### src/irq_route_pkg.sv
// How it works
// - Pin judgement one state, peripheral zero
// - Instruction wait bounded by four plus accesses
// - Entry takes five plus three accesses
// - DMA-selected enabled sources withheld from controller
// - Set source enable blocks CPU request
// - Enable cleared by transfer end with qualifier
// - Flag cleared by end with select clear or DMA end
// - Qualifier is select bit or zero count
// - Select set: end clears enable, keeps flag
// - DMA selection masks CPU and transfer requests
// - DMA clears flag at its transfer
// - Select clear: each nonzero-count transfer clears flag only
// - Zero count clears enable, raises CPU request
// - Plain sources go straight to CPU
// - Forward only above the CPU mask level
package irq_route_pkg;
  localparam int N_SRC = 8;
  localparam int SRC_W = 3;
  localparam int N_CH = 4;
  localparam int LVL_W = 4;
  localparam int CNT_W = 8;
  // Sources 0..3 are external pins, the rest on-chip peripherals
  localparam logic [N_SRC-1:0] PIN_SRC_MASK = 8'h0f;
  // Memory access states: status save, PC save, vector fetch, first fetch
  localparam int M1 = 1;
  localparam int M2 = 1;
  localparam int M3 = 1;
  localparam int M4 = 1;
  localparam logic [CNT_W-1:0] WAIT_MAX_CYC = CNT_W'(4 + M1 + M2 + M3 + M4);
  localparam logic [CNT_W-1:0] ENTRY_CYC = CNT_W'(5 + M1 + M2 + M3);
  // Register byte offsets
  localparam logic [7:0] CTRL_OFS = 8'h00;
  localparam logic [7:0] DMASEL_OFS = 8'h04;
  localparam logic [7:0] DTE_OFS = 8'h08;
  localparam logic [7:0] CPU_IRQ_AFTER_TRANSFER_SELECT_OFS = 8'h0c;
  localparam logic [7:0] FLAG_OFS = 8'h10;
  localparam logic [7:0] PRIO_OFS = 8'h14;
  localparam logic [7:0] LEVEL_OFS = 8'h18;
  localparam logic [7:0] CPUSTAT_OFS = 8'h1c;
  localparam logic [7:0] ISTAT_OFS = 8'h20;
  localparam logic [7:0] IMASK_OFS = 8'h24;
  // Field positions
  localparam int CTRL_DME_BIT = 0;
  localparam int CTRL_DE_LSB = 4;
  localparam int DMASEL_FIELD_W = 4;
  // Sticky event bits
  localparam int EV_DTC_IRQ = 0;
  localparam int EV_DTC_ZERO = 1;
  localparam int EV_DMA_END = 2;
  localparam int EV_CPU_ACC = 3;
  localparam int EV_W = 4;
  localparam logic [31:0] RESET_WORD = 32'h0000_0000;
  typedef enum logic [2:0] {
    ST_IDLE = 3'b001,
    ST_WAIT = 3'b010,
    ST_ENTRY = 3'b100
  } route_state_t;
endpackage

### src/resp_timer.sv
`timescale 1ns/10ps
module resp_timer
  import irq_route_pkg::*;
(
  input wire logic pclk,
  input wire logic presetn,
  input wire logic load,
  input wire logic [CNT_W-1:0] count,
  output logic busy,
  output logic done
);
  logic [CNT_W-1:0] cnt_reg;

  always_ff @(posedge pclk or negedge presetn) begin
    if (!presetn) begin
      cnt_reg <= '0;
      busy <= 1'b0;
      done <= 1'b0;
    end else begin
      done <= 1'b0;
      if (load) begin
        cnt_reg <= count;
        busy <= 1'b1;
      end else if (busy) begin
        // Done pulses after exactly count states from the load edge
        cnt_reg <= cnt_reg - 8'h01;
        if (cnt_reg == 8'h01) begin
          busy <= 1'b0;
          done <= 1'b1;
        end
      end
    end
  end
endmodule // resp_timer

### src/route_slice.sv
`timescale 1ns/10ps
module route_slice (
  input wire logic pclk,
  input wire logic presetn,
  input wire logic req_event,
  input wire logic dma_masked,
  input wire logic cpu_irq_after_transfer_select,
  input wire logic dte_wr,
  input wire logic dte_wdata,
  input wire logic flag_clr_wr,
  input wire logic dtc_end,
  input wire logic count_zero,
  input wire logic dma_end,
  output logic flag,
  output logic transfer_ctrl_source_enable,
  output logic end_req,
  output logic cpu_req,
  output logic dtc_act
);
  logic clear_qual;
  logic flag_clr;

  assign clear_qual = cpu_irq_after_transfer_select | count_zero;
  // Select set keeps the flag so the CPU sees the end; select clear drops it at every end
  assign flag_clr = (dtc_end & ~cpu_irq_after_transfer_select) | dma_end | flag_clr_wr;

  always_ff @(posedge pclk or negedge presetn) begin
    if (!presetn) begin
      flag <= 1'b0;
    end else begin
      // A new request in the clearing cycle is kept
      flag <= req_event | (flag & ~flag_clr);
    end
  end

  always_ff @(posedge pclk or negedge presetn) begin
    if (!presetn) begin
      transfer_ctrl_source_enable <= 1'b0;
    end else if (dte_wr) begin
      transfer_ctrl_source_enable <= dte_wdata;
    end else if (dtc_end & clear_qual) begin
      transfer_ctrl_source_enable <= 1'b0;
    end
  end

  // Zero count with select clear drops the flag, so the end request is held apart
  always_ff @(posedge pclk or negedge presetn) begin
    if (!presetn) begin
      end_req <= 1'b0;
    end else if (dtc_end & count_zero & ~cpu_irq_after_transfer_select) begin
      end_req <= 1'b1;
    end else if (flag_clr_wr) begin
      end_req <= 1'b0;
    end
  end

  assign cpu_req = (flag | end_req) & ~transfer_ctrl_source_enable & ~dma_masked;
  assign dtc_act = flag & transfer_ctrl_source_enable & ~dma_masked;

  dte_clear_a: assert property (@(posedge pclk) disable iff (!presetn)
    (!dte_wr && dtc_end && clear_qual) |=> !transfer_ctrl_source_enable)
    else $error("enable not cleared after qualified end");
  dte_keep_a: assert property (@(posedge pclk) disable iff (!presetn)
    (!dte_wr && transfer_ctrl_source_enable && !(dtc_end && clear_qual)) |=> transfer_ctrl_source_enable)
    else $error("enable dropped without qualified end");
  flag_clear_a: assert property (@(posedge pclk) disable iff (!presetn)
    (dma_end && !req_event) |=> !flag)
    else $error("flag survived transfer end");
  flag_keep_a: assert property (@(posedge pclk) disable iff (!presetn)
    (flag && dtc_end && cpu_irq_after_transfer_select && !count_zero && !flag_clr_wr && !dma_end) |=> flag)
    else $error("flag lost in select mode");
endmodule // route_slice

### src/irq_route.sv
// The implementer's own choices: the register offsets and the APB interface to the registers.
`timescale 1ns/10ps
module irq_route
  import irq_route_pkg::*;
(
  input wire logic pclk,
  input wire logic presetn,
  input wire logic psel,
  input wire logic penable,
  input wire logic pwrite,
  input wire logic [31:0] paddr,
  input wire logic [31:0] pwdata,
  output logic [31:0] prdata,
  output logic pready,
  output logic pslverr,
  input wire logic [irq_route_pkg::N_SRC-1:0] src_req,
  input wire logic dtc_end,
  input wire logic [irq_route_pkg::SRC_W-1:0] dtc_end_src,
  input wire logic dtc_count_zero,
  input wire logic [irq_route_pkg::N_CH-1:0] dma_end,
  input wire logic cpu_instr_done,
  output logic [irq_route_pkg::N_SRC-1:0] dtc_act,
  output logic [irq_route_pkg::N_CH-1:0] dma_act,
  output logic cpu_irq,
  output logic [irq_route_pkg::LVL_W-1:0] cpu_irq_level,
  output logic [irq_route_pkg::SRC_W-1:0] cpu_irq_src,
  output logic request_accepted_out_n,
  output logic handler_fetch,
  output logic irq
);
  import irq_route_pkg::*;

  logic dma_master_enable;
  logic [N_CH-1:0] dma_channel_enable;
  logic [N_CH*DMASEL_FIELD_W-1:0] dmasel_reg;
  logic [N_SRC-1:0] cpu_irq_after_transfer_select_reg;
  logic [N_SRC*LVL_W-1:0] prio_reg;
  logic [LVL_W-1:0] cpu_mask_level;
  logic [EV_W-1:0] istat_reg;
  logic [EV_W-1:0] imask_reg;
  logic [N_SRC-1:0] sync1_reg;
  logic [N_SRC-1:0] sync2_reg;
  logic [N_SRC-1:0] sync_prev_reg;
  logic [N_SRC-1:0] judge_reg;
  logic [N_SRC-1:0] req_event;
  logic [N_SRC-1:0] flag;
  logic [N_SRC-1:0] transfer_ctrl_source_enable;
  logic [N_SRC-1:0] end_req;
  logic [N_SRC-1:0] cpu_req;
  logic [N_SRC-1:0] dtc_act_next;
  logic [N_SRC-1:0] dma_masked;
  logic [N_SRC-1:0] dma_end_src;
  logic [N_CH-1:0] dma_act_next;
  logic [LVL_W-1:0] best_level;
  logic [SRC_W-1:0] best_src;
  logic best_valid;
  logic cpu_irq_next;
  logic [EV_W-1:0] ev;
  logic setup_ph;
  logic done_ph;
  logic wr_done;
  logic rd_done;
  logic addr_ok;
  logic [31:0] rd_word;
  route_state_t state_reg;
  route_state_t state_next;
  logic tmr_load;
  logic [CNT_W-1:0] tmr_count;
  logic tmr_busy;
  logic tmr_done;
  logic [CNT_W-1:0] wait_cnt_reg;

  ////////////////////////////////////////////////////////////////////////////
  // Request intake

  always_ff @(posedge pclk or negedge presetn) begin
    if (!presetn) begin
      sync1_reg <= '0;
      sync2_reg <= '0;
      sync_prev_reg <= '0;
      judge_reg <= '0;
    end else begin
      sync1_reg <= src_req;
      sync2_reg <= sync1_reg;
      sync_prev_reg <= sync2_reg;
      // Pins spend one judgement state; peripherals enter at once
      judge_reg <= sync2_reg & ~sync_prev_reg & PIN_SRC_MASK;
    end
  end

  // Peripheral requests are same-clock pulses and need no synchroniser
  assign req_event = judge_reg | (src_req & ~PIN_SRC_MASK);

  always_comb begin
    dma_masked = '0;
    dma_end_src = '0;
    dma_act_next = '0;
    for (int c = 0; c < N_CH; c++) begin
      if (dma_master_enable && dma_channel_enable[c]) begin
        dma_masked[dmasel_reg[c*DMASEL_FIELD_W +: SRC_W]] = 1'b1;
        dma_act_next[c] = flag[dmasel_reg[c*DMASEL_FIELD_W +: SRC_W]];
        if (dma_end[c]) begin
          dma_end_src[dmasel_reg[c*DMASEL_FIELD_W +: SRC_W]] = 1'b1;
        end
      end
    end
  end

  for (genvar s = 0; s < N_SRC; s++) begin : g_src
    route_slice u_slice (
      .pclk(pclk),
      .presetn(presetn),
      .req_event(req_event[s]),
      .dma_masked(dma_masked[s]),
      .cpu_irq_after_transfer_select(cpu_irq_after_transfer_select_reg[s]),
      .dte_wr(wr_done && paddr[7:0] == DTE_OFS),
      .dte_wdata(pwdata[s]),
      .flag_clr_wr(wr_done && paddr[7:0] == FLAG_OFS && !pwdata[s]),
      .dtc_end(dtc_end && dtc_end_src == SRC_W'(s)),
      .count_zero(dtc_count_zero),
      .dma_end(dma_end_src[s]),
      .flag(flag[s]),
      .transfer_ctrl_source_enable(transfer_ctrl_source_enable[s]),
      .end_req(end_req[s]),
      .cpu_req(cpu_req[s]),
      .dtc_act(dtc_act_next[s])
    );
  end

  ////////////////////////////////////////////////////////////////////////////
  // Level selection and CPU request

  // Lowest index wins a tie in level
  always_comb begin
    best_level = '0;
    best_src = '0;
    best_valid = 1'b0;
    for (int s = N_SRC - 1; s >= 0; s--) begin
      if (cpu_req[s] && prio_reg[s*LVL_W +: LVL_W] >= best_level) begin
        best_level = prio_reg[s*LVL_W +: LVL_W];
        best_src = SRC_W'(s);
        best_valid = 1'b1;
      end
    end
  end

  assign cpu_irq_next = best_valid && best_level > cpu_mask_level;

  always_ff @(posedge pclk or negedge presetn) begin
    if (!presetn) begin
      cpu_irq <= 1'b0;
      request_accepted_out_n <= 1'b1;
      cpu_irq_level <= '0;
      cpu_irq_src <= '0;
      dtc_act <= '0;
      dma_act <= '0;
    end else begin
      cpu_irq <= cpu_irq_next;
      request_accepted_out_n <= ~cpu_irq_next;
      cpu_irq_level <= best_level;
      cpu_irq_src <= best_src;
      dtc_act <= dtc_act_next;
      dma_act <= dma_act_next;
    end
  end

  ////////////////////////////////////////////////////////////////////////////
  // Response sequence

  always_comb begin
    state_next = state_reg;
    tmr_load = 1'b0;
    // The registered fetch flag adds one state, so the timer runs one short
    tmr_count = ENTRY_CYC - 8'h01;
    case (state_reg)
      ST_IDLE: begin
        if (cpu_irq) begin
          state_next = ST_WAIT;
        end
      end
      ST_WAIT: begin
        // Instruction end, or the longest sequence has run out
        if (cpu_instr_done || wait_cnt_reg == WAIT_MAX_CYC) begin
          state_next = ST_ENTRY;
          tmr_load = 1'b1;
        end
      end
      ST_ENTRY: begin
        if (tmr_done) begin
          state_next = ST_IDLE;
        end
      end
      default: begin
        state_next = ST_IDLE;
      end
    endcase
  end

  always_ff @(posedge pclk or negedge presetn) begin
    if (!presetn) begin
      state_reg <= ST_IDLE;
      wait_cnt_reg <= '0;
      handler_fetch <= 1'b0;
    end else begin
      state_reg <= state_next;
      handler_fetch <= state_reg == ST_ENTRY && tmr_done;
      wait_cnt_reg <= (state_reg == ST_WAIT) ? wait_cnt_reg + 8'h01 : 8'h00;
    end
  end

  resp_timer u_timer (
    .pclk(pclk),
    .presetn(presetn),
    .load(tmr_load),
    .count(tmr_count),
    .busy(tmr_busy),
    .done(tmr_done)
  );

  ////////////////////////////////////////////////////////////////////////////
  // APB slave: one wait state, pready from a flop

  assign setup_ph = psel && penable && !pready;
  assign done_ph = psel && penable && pready;
  assign wr_done = done_ph && pwrite && addr_ok;
  assign rd_done = done_ph && !pwrite && addr_ok;
  assign addr_ok = paddr[31:8] == 24'h000000 && paddr[1:0] == 2'b00 && paddr[7:0] <= IMASK_OFS;

  always_comb begin
    rd_word = RESET_WORD;
    case (paddr[7:0])
      CTRL_OFS: rd_word = {24'h000000, dma_channel_enable, 3'b000, dma_master_enable};
      DMASEL_OFS: rd_word = {16'h0000, dmasel_reg};
      DTE_OFS: rd_word = {24'h000000, transfer_ctrl_source_enable};
      CPU_IRQ_AFTER_TRANSFER_SELECT_OFS: rd_word = {24'h000000, cpu_irq_after_transfer_select_reg};
      FLAG_OFS: rd_word = {16'h0000, end_req, flag};
      PRIO_OFS: rd_word = prio_reg;
      LEVEL_OFS: rd_word = {28'h0000000, cpu_mask_level};
      CPUSTAT_OFS: rd_word = {17'h00000, tmr_busy, state_reg, cpu_irq_src, cpu_irq_level, 3'b000, cpu_irq};
      ISTAT_OFS: rd_word = {28'h0000000, istat_reg};
      IMASK_OFS: rd_word = {28'h0000000, imask_reg};
      default: rd_word = RESET_WORD;
    endcase
  end

  always_ff @(posedge pclk or negedge presetn) begin
    if (!presetn) begin
      pready <= 1'b0;
      pslverr <= 1'b0;
      prdata <= RESET_WORD;
    end else begin
      pready <= setup_ph;
      pslverr <= setup_ph && !addr_ok;
      if (setup_ph && !pwrite) begin
        prdata <= addr_ok ? rd_word : RESET_WORD;
      end
    end
  end

  always_ff @(posedge pclk or negedge presetn) begin
    if (!presetn) begin
      dma_master_enable <= 1'b0;
      dma_channel_enable <= '0;
      dmasel_reg <= '0;
      cpu_irq_after_transfer_select_reg <= '0;
      prio_reg <= '0;
      imask_reg <= '0;
    end else if (wr_done) begin
      case (paddr[7:0])
        CTRL_OFS: begin
          dma_master_enable <= pwdata[CTRL_DME_BIT];
          dma_channel_enable <= pwdata[CTRL_DE_LSB +: N_CH];
        end
        DMASEL_OFS: dmasel_reg <= pwdata[N_CH*DMASEL_FIELD_W-1:0];
        CPU_IRQ_AFTER_TRANSFER_SELECT_OFS: cpu_irq_after_transfer_select_reg <= pwdata[N_SRC-1:0];
        PRIO_OFS: prio_reg <= pwdata;
        IMASK_OFS: imask_reg <= pwdata[EV_W-1:0];
        default: begin
        end
      endcase
    end
  end

  // Entry copies the accepted level into the mask; this wins over software
  always_ff @(posedge pclk or negedge presetn) begin
    if (!presetn) begin
      cpu_mask_level <= '0;
    end else if (tmr_load) begin
      cpu_mask_level <= cpu_irq_level;
    end else if (wr_done && paddr[7:0] == LEVEL_OFS) begin
      cpu_mask_level <= pwdata[LVL_W-1:0];
    end
  end

  ////////////////////////////////////////////////////////////////////////////
  // Sticky events and interrupt line

  assign ev[EV_DTC_IRQ] = dtc_end && cpu_irq_after_transfer_select_reg[dtc_end_src];
  assign ev[EV_DTC_ZERO] = dtc_end && dtc_count_zero;
  assign ev[EV_DMA_END] = |dma_end_src;
  assign ev[EV_CPU_ACC] = tmr_load;

  always_ff @(posedge pclk or negedge presetn) begin
    if (!presetn) begin
      istat_reg <= '0;
      irq <= 1'b0;
    end else begin
      // An event in the reading cycle survives the read-clear
      istat_reg <= ev | ((rd_done && paddr[7:0] == ISTAT_OFS) ? 4'h0 : istat_reg);
      irq <= |((ev | ((rd_done && paddr[7:0] == ISTAT_OFS) ? 4'h0 : istat_reg)) & imask_reg);
    end
  end

  ////////////////////////////////////////////////////////////////////////////
  // Checks

  dma_withhold_a: assert property (@(posedge pclk) disable iff (!presetn)
    (dma_masked[best_src] && best_valid) |-> !cpu_req[best_src])
    else $error("DMA source reached CPU arbitration");
  dtc_withhold_a: assert property (@(posedge pclk) disable iff (!presetn)
    (|(dtc_act_next & dma_masked)) |-> 1'b0)
    else $error("DMA source activated transfer controller");
  dte_block_a: assert property (@(posedge pclk) disable iff (!presetn)
    (|(cpu_req & transfer_ctrl_source_enable)) |-> 1'b0)
    else $error("enabled source requested CPU");
  mask_level_a: assert property (@(posedge pclk) disable iff (!presetn)
    cpu_irq_next |-> (best_level > cpu_mask_level) ##1 (cpu_irq && !request_accepted_out_n))
    else $error("request at or below mask level");
  pin_judge_a: assert property (@(posedge pclk) disable iff (!presetn)
    (sync2_reg[0] && !sync_prev_reg[0]) |=> req_event[0])
    else $error("pin judgement not one state");
  wait_bound_a: assert property (@(posedge pclk) disable iff (!presetn)
    state_reg == ST_WAIT |-> wait_cnt_reg <= WAIT_MAX_CYC)
    else $error("instruction wait overran");
  entry_time_a: assert property (@(posedge pclk) disable iff (!presetn)
    tmr_load |-> ##8 (state_reg == ST_ENTRY && tmr_done) ##1 handler_fetch)
    else $error("entry time wrong");
  plain_route_a: assert property (@(posedge pclk) disable iff (!presetn)
    (req_event[0] && !transfer_ctrl_source_enable[0] && !dma_masked[0]) |=> cpu_req[0])
    else $error("plain request did not reach CPU");
endmodule // irq_route

### config.mk
export PLATFORM = sky130hd
export DESIGN_NAME = irq_route
export DESIGN_NICKNAME = d
export VERILOG_FILES = /design/src/irq_route_pkg.sv /design/src/resp_timer.sv /design/src/route_slice.sv /design/src/irq_route.sv
export SDC_FILE = /design/constraint.sdc
export NUM_CORES = 1
export LEC_CHECK = 0
export ABC_CLOCK_PERIOD_IN_PS = 12750
export BUFFER_PORTS_ARGS = -buffer_cell sky130_fd_sc_hd__buf_2
export CAP_MARGIN = 20
export CORE_ASPECT_RATIO = 1.5
export CORE_MARGIN = 3
export CORE_UTILIZATION = 50
export DETAILED_ROUTE_END_ITERATION = 10
export PLACE_DENSITY = 0.74
export SLEW_MARGIN = 40
export SYNTH_ARGS = -nofsm -noshare
export SYNTH_HDL_FRONTEND = slang
export SYNTH_HIERARCHICAL = 1
export SYNTH_SLANG_ARGS = --single-unit
### constraint.sdc
create_clock -name pclk -period 12.75 [get_ports pclk]
set_input_delay 3.1875 -clock pclk [delete_from_list [all_inputs] [get_ports pclk]]
set_output_delay 3.1875 -clock pclk [all_outputs]
set_load 0.05 [all_outputs]
Word-level counts from Yosys, hierarchy flattened
Index checks and enable logic that the tools add are counted.

word-level totals
  register bits after elaboration = 191
  bits in latches = 0
  bits in writable memories = 0
  bits in read-only memories = 0
  input bits = 87
  output and inout port bits = 57
  word-level logic and storage cells = 456
  memories kept = 0

cells by class
  $add $sub $neg = 2
  multipliers = 0
  divide/modulo/power cells = 0
  order comparisons = 19
  equality and inequality tests = 24
  shift-type cells = 0
  mux-type cells = 110
  bitwise gates (word level) = 156
  reduce and logical (&&, ||, !) cells = 93

operators with widths
  cell                                                        count
  case mux 32 bit (10 select lines)                           1
  two-way mux 8 bit                                           15
  AND 1 bit                                                   72
  two-way mux 1 bit                                           61
  logical AND 1 bit                                           51
  OR 8 bit                                                    6
  two-way mux 4 bit                                           11
  OR 1 bit                                                    40
  nonzero test 2 bit                                          18
  two-way mux 3 bit                                           11
  inverter 1 bit                                              33
  equality test 8 x 5 -> 1 bit, second input constant         4
  two-way mux 32 bit                                          1
  >= comparator 4 bit                                         7
  equality test 8 x 4 -> 1 bit, second input constant         3
  zero test 24 bit                                            1
  less-than comparator 3 x 4 -> 1 bit, second input constant  5
  equality test 8 x 6 -> 1 bit, second input constant         2
  binary-select mux 1 bit (select 3 bit)                      5
  equality test 3 bit, second input constant                  5
  demux 1 bit (select 3 bit)                                  4
  >= comparator 3 x 1 -> 1 bit, second input constant         4
  zero test 1 bit                                             11
  AND reduction 2 bit                                         5
  other kinds (23)                                            28

Depth between registers and ports, before layout
  word-level depth = 39
  mapped depth = 67
  mapped depth without buffers = 63

Hierarchy
Netlist, hierarchy kept.

modules (own cells, without submodules)
  module       times used  cells each  area an instance (um2)  sequential area each (um2)
  irq_route    1           798         8,469.4                 3,931.3
  route_slice  8           16          153.9                   75.1
  resp_timer   1           56          539.3                   250.2

Worst setup path before layout
OpenSTA, ideal clock, no wires.

  path kind = flip-flop to flip-flop
  start = register dma_master_enable
  end = register request_accepted_out_n
  arrival = 11.777 ns
  slack = 0.895 ns
  cell stages (with the launch flop) = 65
  cells stage by stage = dfrtp_1 > clkbuf_1 > and2_1 > clkbuf_1 > a22oi_1 > o221ai_1 > nor3_1 > and2_1 > ha_1 > nor3b_1 > o21ai_1 > nand2_1 > mux2_2 > ha_1 > nand2b_1 > a21o_1 > a41o_2 > o2bb2ai_2 > (+29 left out) > buf_6 > a21oi_1 > a22oi_1 > ha_1 > nand2b_1 > a21o_1 > a21o_1 > a21oi_1 > nor2b_1 > a211o_1 > o21a_1 > ha_1 > nor2b_1 > o21ai_0 > nand2b_1 > a21oi_1 > a41o_1 > a31o_2

between the ends
  word-level cells in the longest chain between the ends = 36

RTL lines
  what                             line              RTL
  start, declared                  irq_route.sv:33   logic dma_master_enable;
  start signal, assigned           irq_route.sv:271  dma_master_enable <= pwdata[CTRL_DME_BIT];
  logical AND 1 bit                irq_route.sv:99   if (dma_master_enable && dma_channel_enable[c]) begin
  two-way mux 8 bit                irq_route.sv:99
  OR 8 bit (no source line)        n/a
  two-way mux 8 bit                irq_route.sv:99
  OR 8 bit (no source line)        n/a
  two-way mux 8 bit                irq_route.sv:99
  OR 8 bit (no source line)        n/a
  two-way mux 8 bit *              irq_route.sv:99
  via dma_masked[7]                irq_route.sv:51   logic [N_SRC-1:0] dma_masked;
  (+2 left out)                    n/a
  via cpu_req[7]                   irq_route.sv:49   logic [N_SRC-1:0] cpu_req;
  (+19 left out)                   n/a
  two-way mux 4 bit *              irq_route.sv:139  if (cpu_req[s] && prio_reg[s*LVL_W +: LVL_W] >= best_level) begin
  >= comparator 4 bit              irq_route.sv:139
  logical AND 1 bit                irq_route.sv:139
  two-way mux 4 bit *              irq_route.sv:139
  via best_level[1]                irq_route.sv:54   logic [LVL_W-1:0] best_level;
  greater-than comparator 4 bit *  irq_route.sv:147  assign cpu_irq_next = best_valid && best_level > cpu_mask_level;
  logical AND 1 bit *              irq_route.sv:147
  inverter 1 bit *                 irq_route.sv:159  request_accepted_out_n <= ~cpu_irq_next;
  end signal, assigned             irq_route.sv:159
  end, declared                    irq_route.sv:27   output logic request_accepted_out_n,

The timed path passes the listed nets; every way through them passes the cells marked *.
A chain may end at the register's enable or synchronous reset.

Final worst setup path
  start = register dmasel_reg[13]
  end = register request_accepted_out_n

between the ends
  word-level cells in the longest chain between the ends = 34

RTL lines
  what                                                                                                       line               RTL
  start, declared                                                                                            irq_route.sv:35    logic [N_CH*DMASEL_FIELD_W-1:0] dmasel_reg;
  start signal, assigned                                                                                     irq_route.sv:274   DMASEL_OFS: dmasel_reg <= pwdata[N_CH*DMASEL_FIELD_W-1:0];
  less-than comparator 3 x 4 -> 1 bit (implied by the code) or >= comparator 3 x 1 -> 1 bit (tied branches)  irq_route.sv:100   dma_masked[dmasel_reg[c*DMASEL_FIELD_W +: SRC_W]] = 1'b1;
  logical AND 1 bit (implied by the code)                                                                    irq_route.sv:100
  two-way mux 1 bit (implied by the code)                                                                    irq_route.sv:100
  demux 1 bit (select 3 bit) *                                                                               irq_route.sv:100
  OR 8 bit (no source line) *                                                                                n/a
  two-way mux 8 bit *                                                                                        irq_route.sv:99
  via dma_masked[7]                                                                                          irq_route.sv:51
  inverter 1 bit *                                                                                           route_slice.sv:57  assign cpu_req = (flag | end_req) & ~transfer_ctrl_source_enable & ~dma_masked;
  (+1 left out)                                                                                              n/a
  via cpu_req[7]                                                                                             irq_route.sv:49
  (+18 left out)                                                                                             n/a
  logical AND 1 bit                                                                                          irq_route.sv:139
  two-way mux 4 bit                                                                                          irq_route.sv:139
  >= comparator 4 bit                                                                                        irq_route.sv:139
  logical AND 1 bit                                                                                          irq_route.sv:139
  two-way mux 4 bit                                                                                          irq_route.sv:139
  greater-than comparator 4 bit                                                                              irq_route.sv:147
  logical AND 1 bit *                                                                                        irq_route.sv:147
  inverter 1 bit *                                                                                           irq_route.sv:159

Marked as above.

==> metrics.md <==
| Metric | Value |
|---|---|
| Outcome | finished clean |
| Initial drt markers | 867 |
| Initial core utilization | 51.3% |
| Power Density | 107 nW/um^2 |
| CP Max Fanout | 12 |
| Total power | 1.29 mW |
| Worst Hold End | sync2_reg[0]$_DFF_PN0_ |
| Input/output buffers | 143 |
| Final hold slack | 350 ps |
| Largest stage delay on the critical path | 460 ps |
| Worst path most repeated cell | ha_1 |
| Hold Path Depth | 0 |
| Ys flop type | dfrtp_1 |
| Chip width | 123 microns |
| Reg2reg end | request_accepted_out_n$_DFF_PN1_ |
| Drt wl/cell | 21.9 microns |
| # IOs | 144 |
| Min setup slack post-route | 618 ps |
| Num rows | 63 |
| H-tree levels | 4 |
| Worst Reg-to-Reg Cells | 63 |
| Final min period | 12130 ps |
| Routed WL | 30900 microns |
| TritonCTS Buffers | 17 |
| Leakage Power | 5.74 nW |
| R2R setup slack | 620 ps |
| Length of the first detailed-routing pass in iterations | 6 |
| Tot GR Track Use | 27.7% |
| Endpoint class of the critical path | register |
| Gpl congestion | 0.979 |
| Number of global-route vias before repair | 8518 |
| Die footprint | 22300 sq um |
| Period utilization | 95.2% |
| Mapped Cells | 982 |
| Worst flop-to-flop path startpoint | dmasel_reg[13]$_DFFE_PN0P_ |
| Net Sw Power | 340 uW |
| CP required | 13130 ps |
| Fmax | 82.4 MHz |
| Mapped Area | 10200 sq um |
| WP data arrival | 12510 ps |
| Clk pwr share | 42.8% |
| Clock Latency Late Sink | 440 ps |
| Layout cells sized above 1 | 30.5% |
| Final ANT Viol Nets | 0 |
| DR vias/cell | 6.19 |
| DP Worst Slack | 139 ps |
| Ant. Diodes | 0 |
| CTS Hold Bufs | 0 |
| CTS tree | yes |
| CTS Buffer Depth | 2 |
| MaxCap Viol Count | 0 |
| Syn-to-layout area delta | 18.3% |
| Peak supply drop | 0.000103 V |
| P_int | 954 uW |
| Clk root buf | clkbuf_16 |
| Drt drc | 0 |
| Seq pwr share | 50.0% |
| Die height | 181 microns |
| Nets@finish | 1259 |
| Largest net degree at the start of global routing | 114 |
| Clock skew | 12.5 ps |
| Setup Viol. Count Final | 0 |
| CP startpoint kind | register |
| Hold Vio Cnt, Final | 0 |
| Crit Path Category | reg -> reg |
| Seq/Total Area, Yosys | 46.7% |
| Max-slew headroom | 47.9% |
| Cell area after layout | 12100 sq um |
| Dpl cell area | 11400 sq um |
| Hold crit path type | reg -> reg |
| Setup TNS | 0 ps |
| Avg Cell Area, Syn | 10.4 sq um |
| Clk slew on worst S/H paths | 80 ps |
| Initial antenna violation count | 1 |
| Synth warn | 6 |
| Async SR Flop Fraction | 100% |
| Part of the power in combinational logic | 7.2% |
| Synth Register Bits | 191 |
| Global route overflow | 0 |
| First-pass GRT wire length | 47200 microns |
| Net Sw Frac | 26.3% |
| Post-DP HPWL | 23000 microns |
| CTS sink count | 191 |
| Vias after detailed routing | 8759 |
| Core area | 19900 sq um |
| EDFF count, synth | 0 |
| Critical path's slowest cell | dfrtp_2 |
| Max Transition Viols Final | 0 |
| Worst slew pin tran | 781 ps |
| Filler cell count | 1643 |
| Post-synth cell types | 80 |
| Worst hold start | sync1_reg[0]$_DFF_PN0_ |
power groups by stage:
stage	clock network (mW)	logic [mW]	registers [mW]
6_report	0.554	0.0933	0.647
5_1_grt	0.585	0.106	0.649
4_1_cts	0.562	0.0939	0.646
3_5_place_dp	0	0.0933	0.658
3_3_place_gp	0	0.0905	0.658
2_1_floorplan	0	0.0542	0.650
cell type report:
type	instances	area (sq um)	share of cell area (%)
Inverter	46	173	1.43
Timing Repair Buffer	169	935	7.71
Sequential cell	191	4790	39.5
Multi-Input combinational cell	716	5270	43.5
Tap cell	260	325	2.69
Clock buffer	18	439	3.62
Clock inverter	14	185	1.53
cell families after synthesis:
logic type	after synthesis	share of synthesized area (%)
and+or+nand+nor	313	16.2
AOI/OAI and AO/OA	261	18.6
DFF	191	46.7
muxes	94	10.8
buffers and inverters	81	3.14
adders and majority gates	31	3.79
xor gates and xnor gates	9	0.770
other	2	0.0733
cells in the mapped netlist, drive strengths merged (8+ instances only):
master / count / area share [%]
dfrtp: 189 / 46
nor2: 89 / 3.3
nand2: 76 / 2.8
mux2: 73 / 8.0
inv: 46 / 1.7
o21ai: 42 / 2.1
a21oi: 33 / 1.6
ha: 31 / 3.8
a22o: 30 / 2.6
clkbuf: 27 / 1.0
a22oi: 26 / 1.9
nand2b: 26 / 2.2
o22ai: 25 / 1.5
nand3: 17 / 0.88
nor2b: 17 / 1.2
nor3: 16 / 0.78
mux2i: 15 / 1.5
a221o: 14 / 1.4
a31oi: 13 / 0.79
a21o: 12 / 0.90
a222oi: 11 / 1.1
a31o: 11 / 0.94
and3: 10 / 0.61
nor4: 10 / 0.61
and2: 9 / 0.55
a21boi: 8 / 0.59
buf: 8 / 0.45
worst max-delay path by stage:
stage                                        from                               end  slack [ps]  cells past startpoint
floorplan           dma_master_enable$_DFFE_PN0P_  request_accepted_out_n$_DFF_PN1_         890                     64
global placement    dma_master_enable$_DFFE_PN0P_  request_accepted_out_n$_DFF_PN1_         580                     63
detailed placement  dma_master_enable$_DFFE_PN0P_  request_accepted_out_n$_DFF_PN1_         140                     63
CTS                 dma_master_enable$_DFFE_PN0P_  request_accepted_out_n$_DFF_PN1_          20                     64
global route           dmasel_reg[12]$_DFFE_PN0P_  request_accepted_out_n$_DFF_PN1_         -60                     62
finish                 dmasel_reg[13]$_DFFE_PN0P_  request_accepted_out_n$_DFF_PN1_         620                     63
layer usage:
metal  routed length (microns)  GRT usage, %  up-vias
li1                          -             -     3953
met1                     11800          33.8     4262
met2                     15300          46.4      422
met3                      1940          3.85      120
met4                      1890          15.3        2
met5                        13             0        -
what timing repair did:
action                     4_1_cts  5_1_grt
setup endpoints to repair        0        6
resized for setup                0       28
setup buffers                    0        4
cells in the final DEF, fill, tap and decap left out, types with 10 or more instances in the layout:
cell	netlist	layout
dfrtp_1	189	184
buf_2	1	142
nor2_1	89	86
nand2_1	76	74
mux2_2	73	73
inv_1	46	46
o21ai_0	33	33
ha_1	31	31
a22o_1	30	30
a21oi_1	32	28
a22oi_1	26	25
o22ai_1	25	25
buf_4	2	25
clkbuf_16	0	18
nand2b_1	18	17
mux2i_1	15	14
a221o_1	14	14
nor3_1	16	14
a31oi_1	13	13
nand3_1	16	13
a222oi_1	11	11
a21o_1	10	10
nor4_1	10	10
stage by stage:
stage | cells | utilization, %
6_report | 1414 | 60.8
3_5_place_dp | 1378 | 56.9
2_1_floorplan | 988 | -
4_1_cts | 1410 | 60.1
3_3_place_gp | 1378 | 56.8
5_1_grt | 1414 | 60.8
worst max-delay path, delay by kind of cell (launching register included):
family	cells	cell delay (ps)
adders and majority gates	8	1970
muxes	3	950
DFF	1	460
buffers and inverters	2	240
AOI/OAI and AO/OA	28	5290
and+or+nand+nor	22	3140
(Power assumes the default switching activity.)
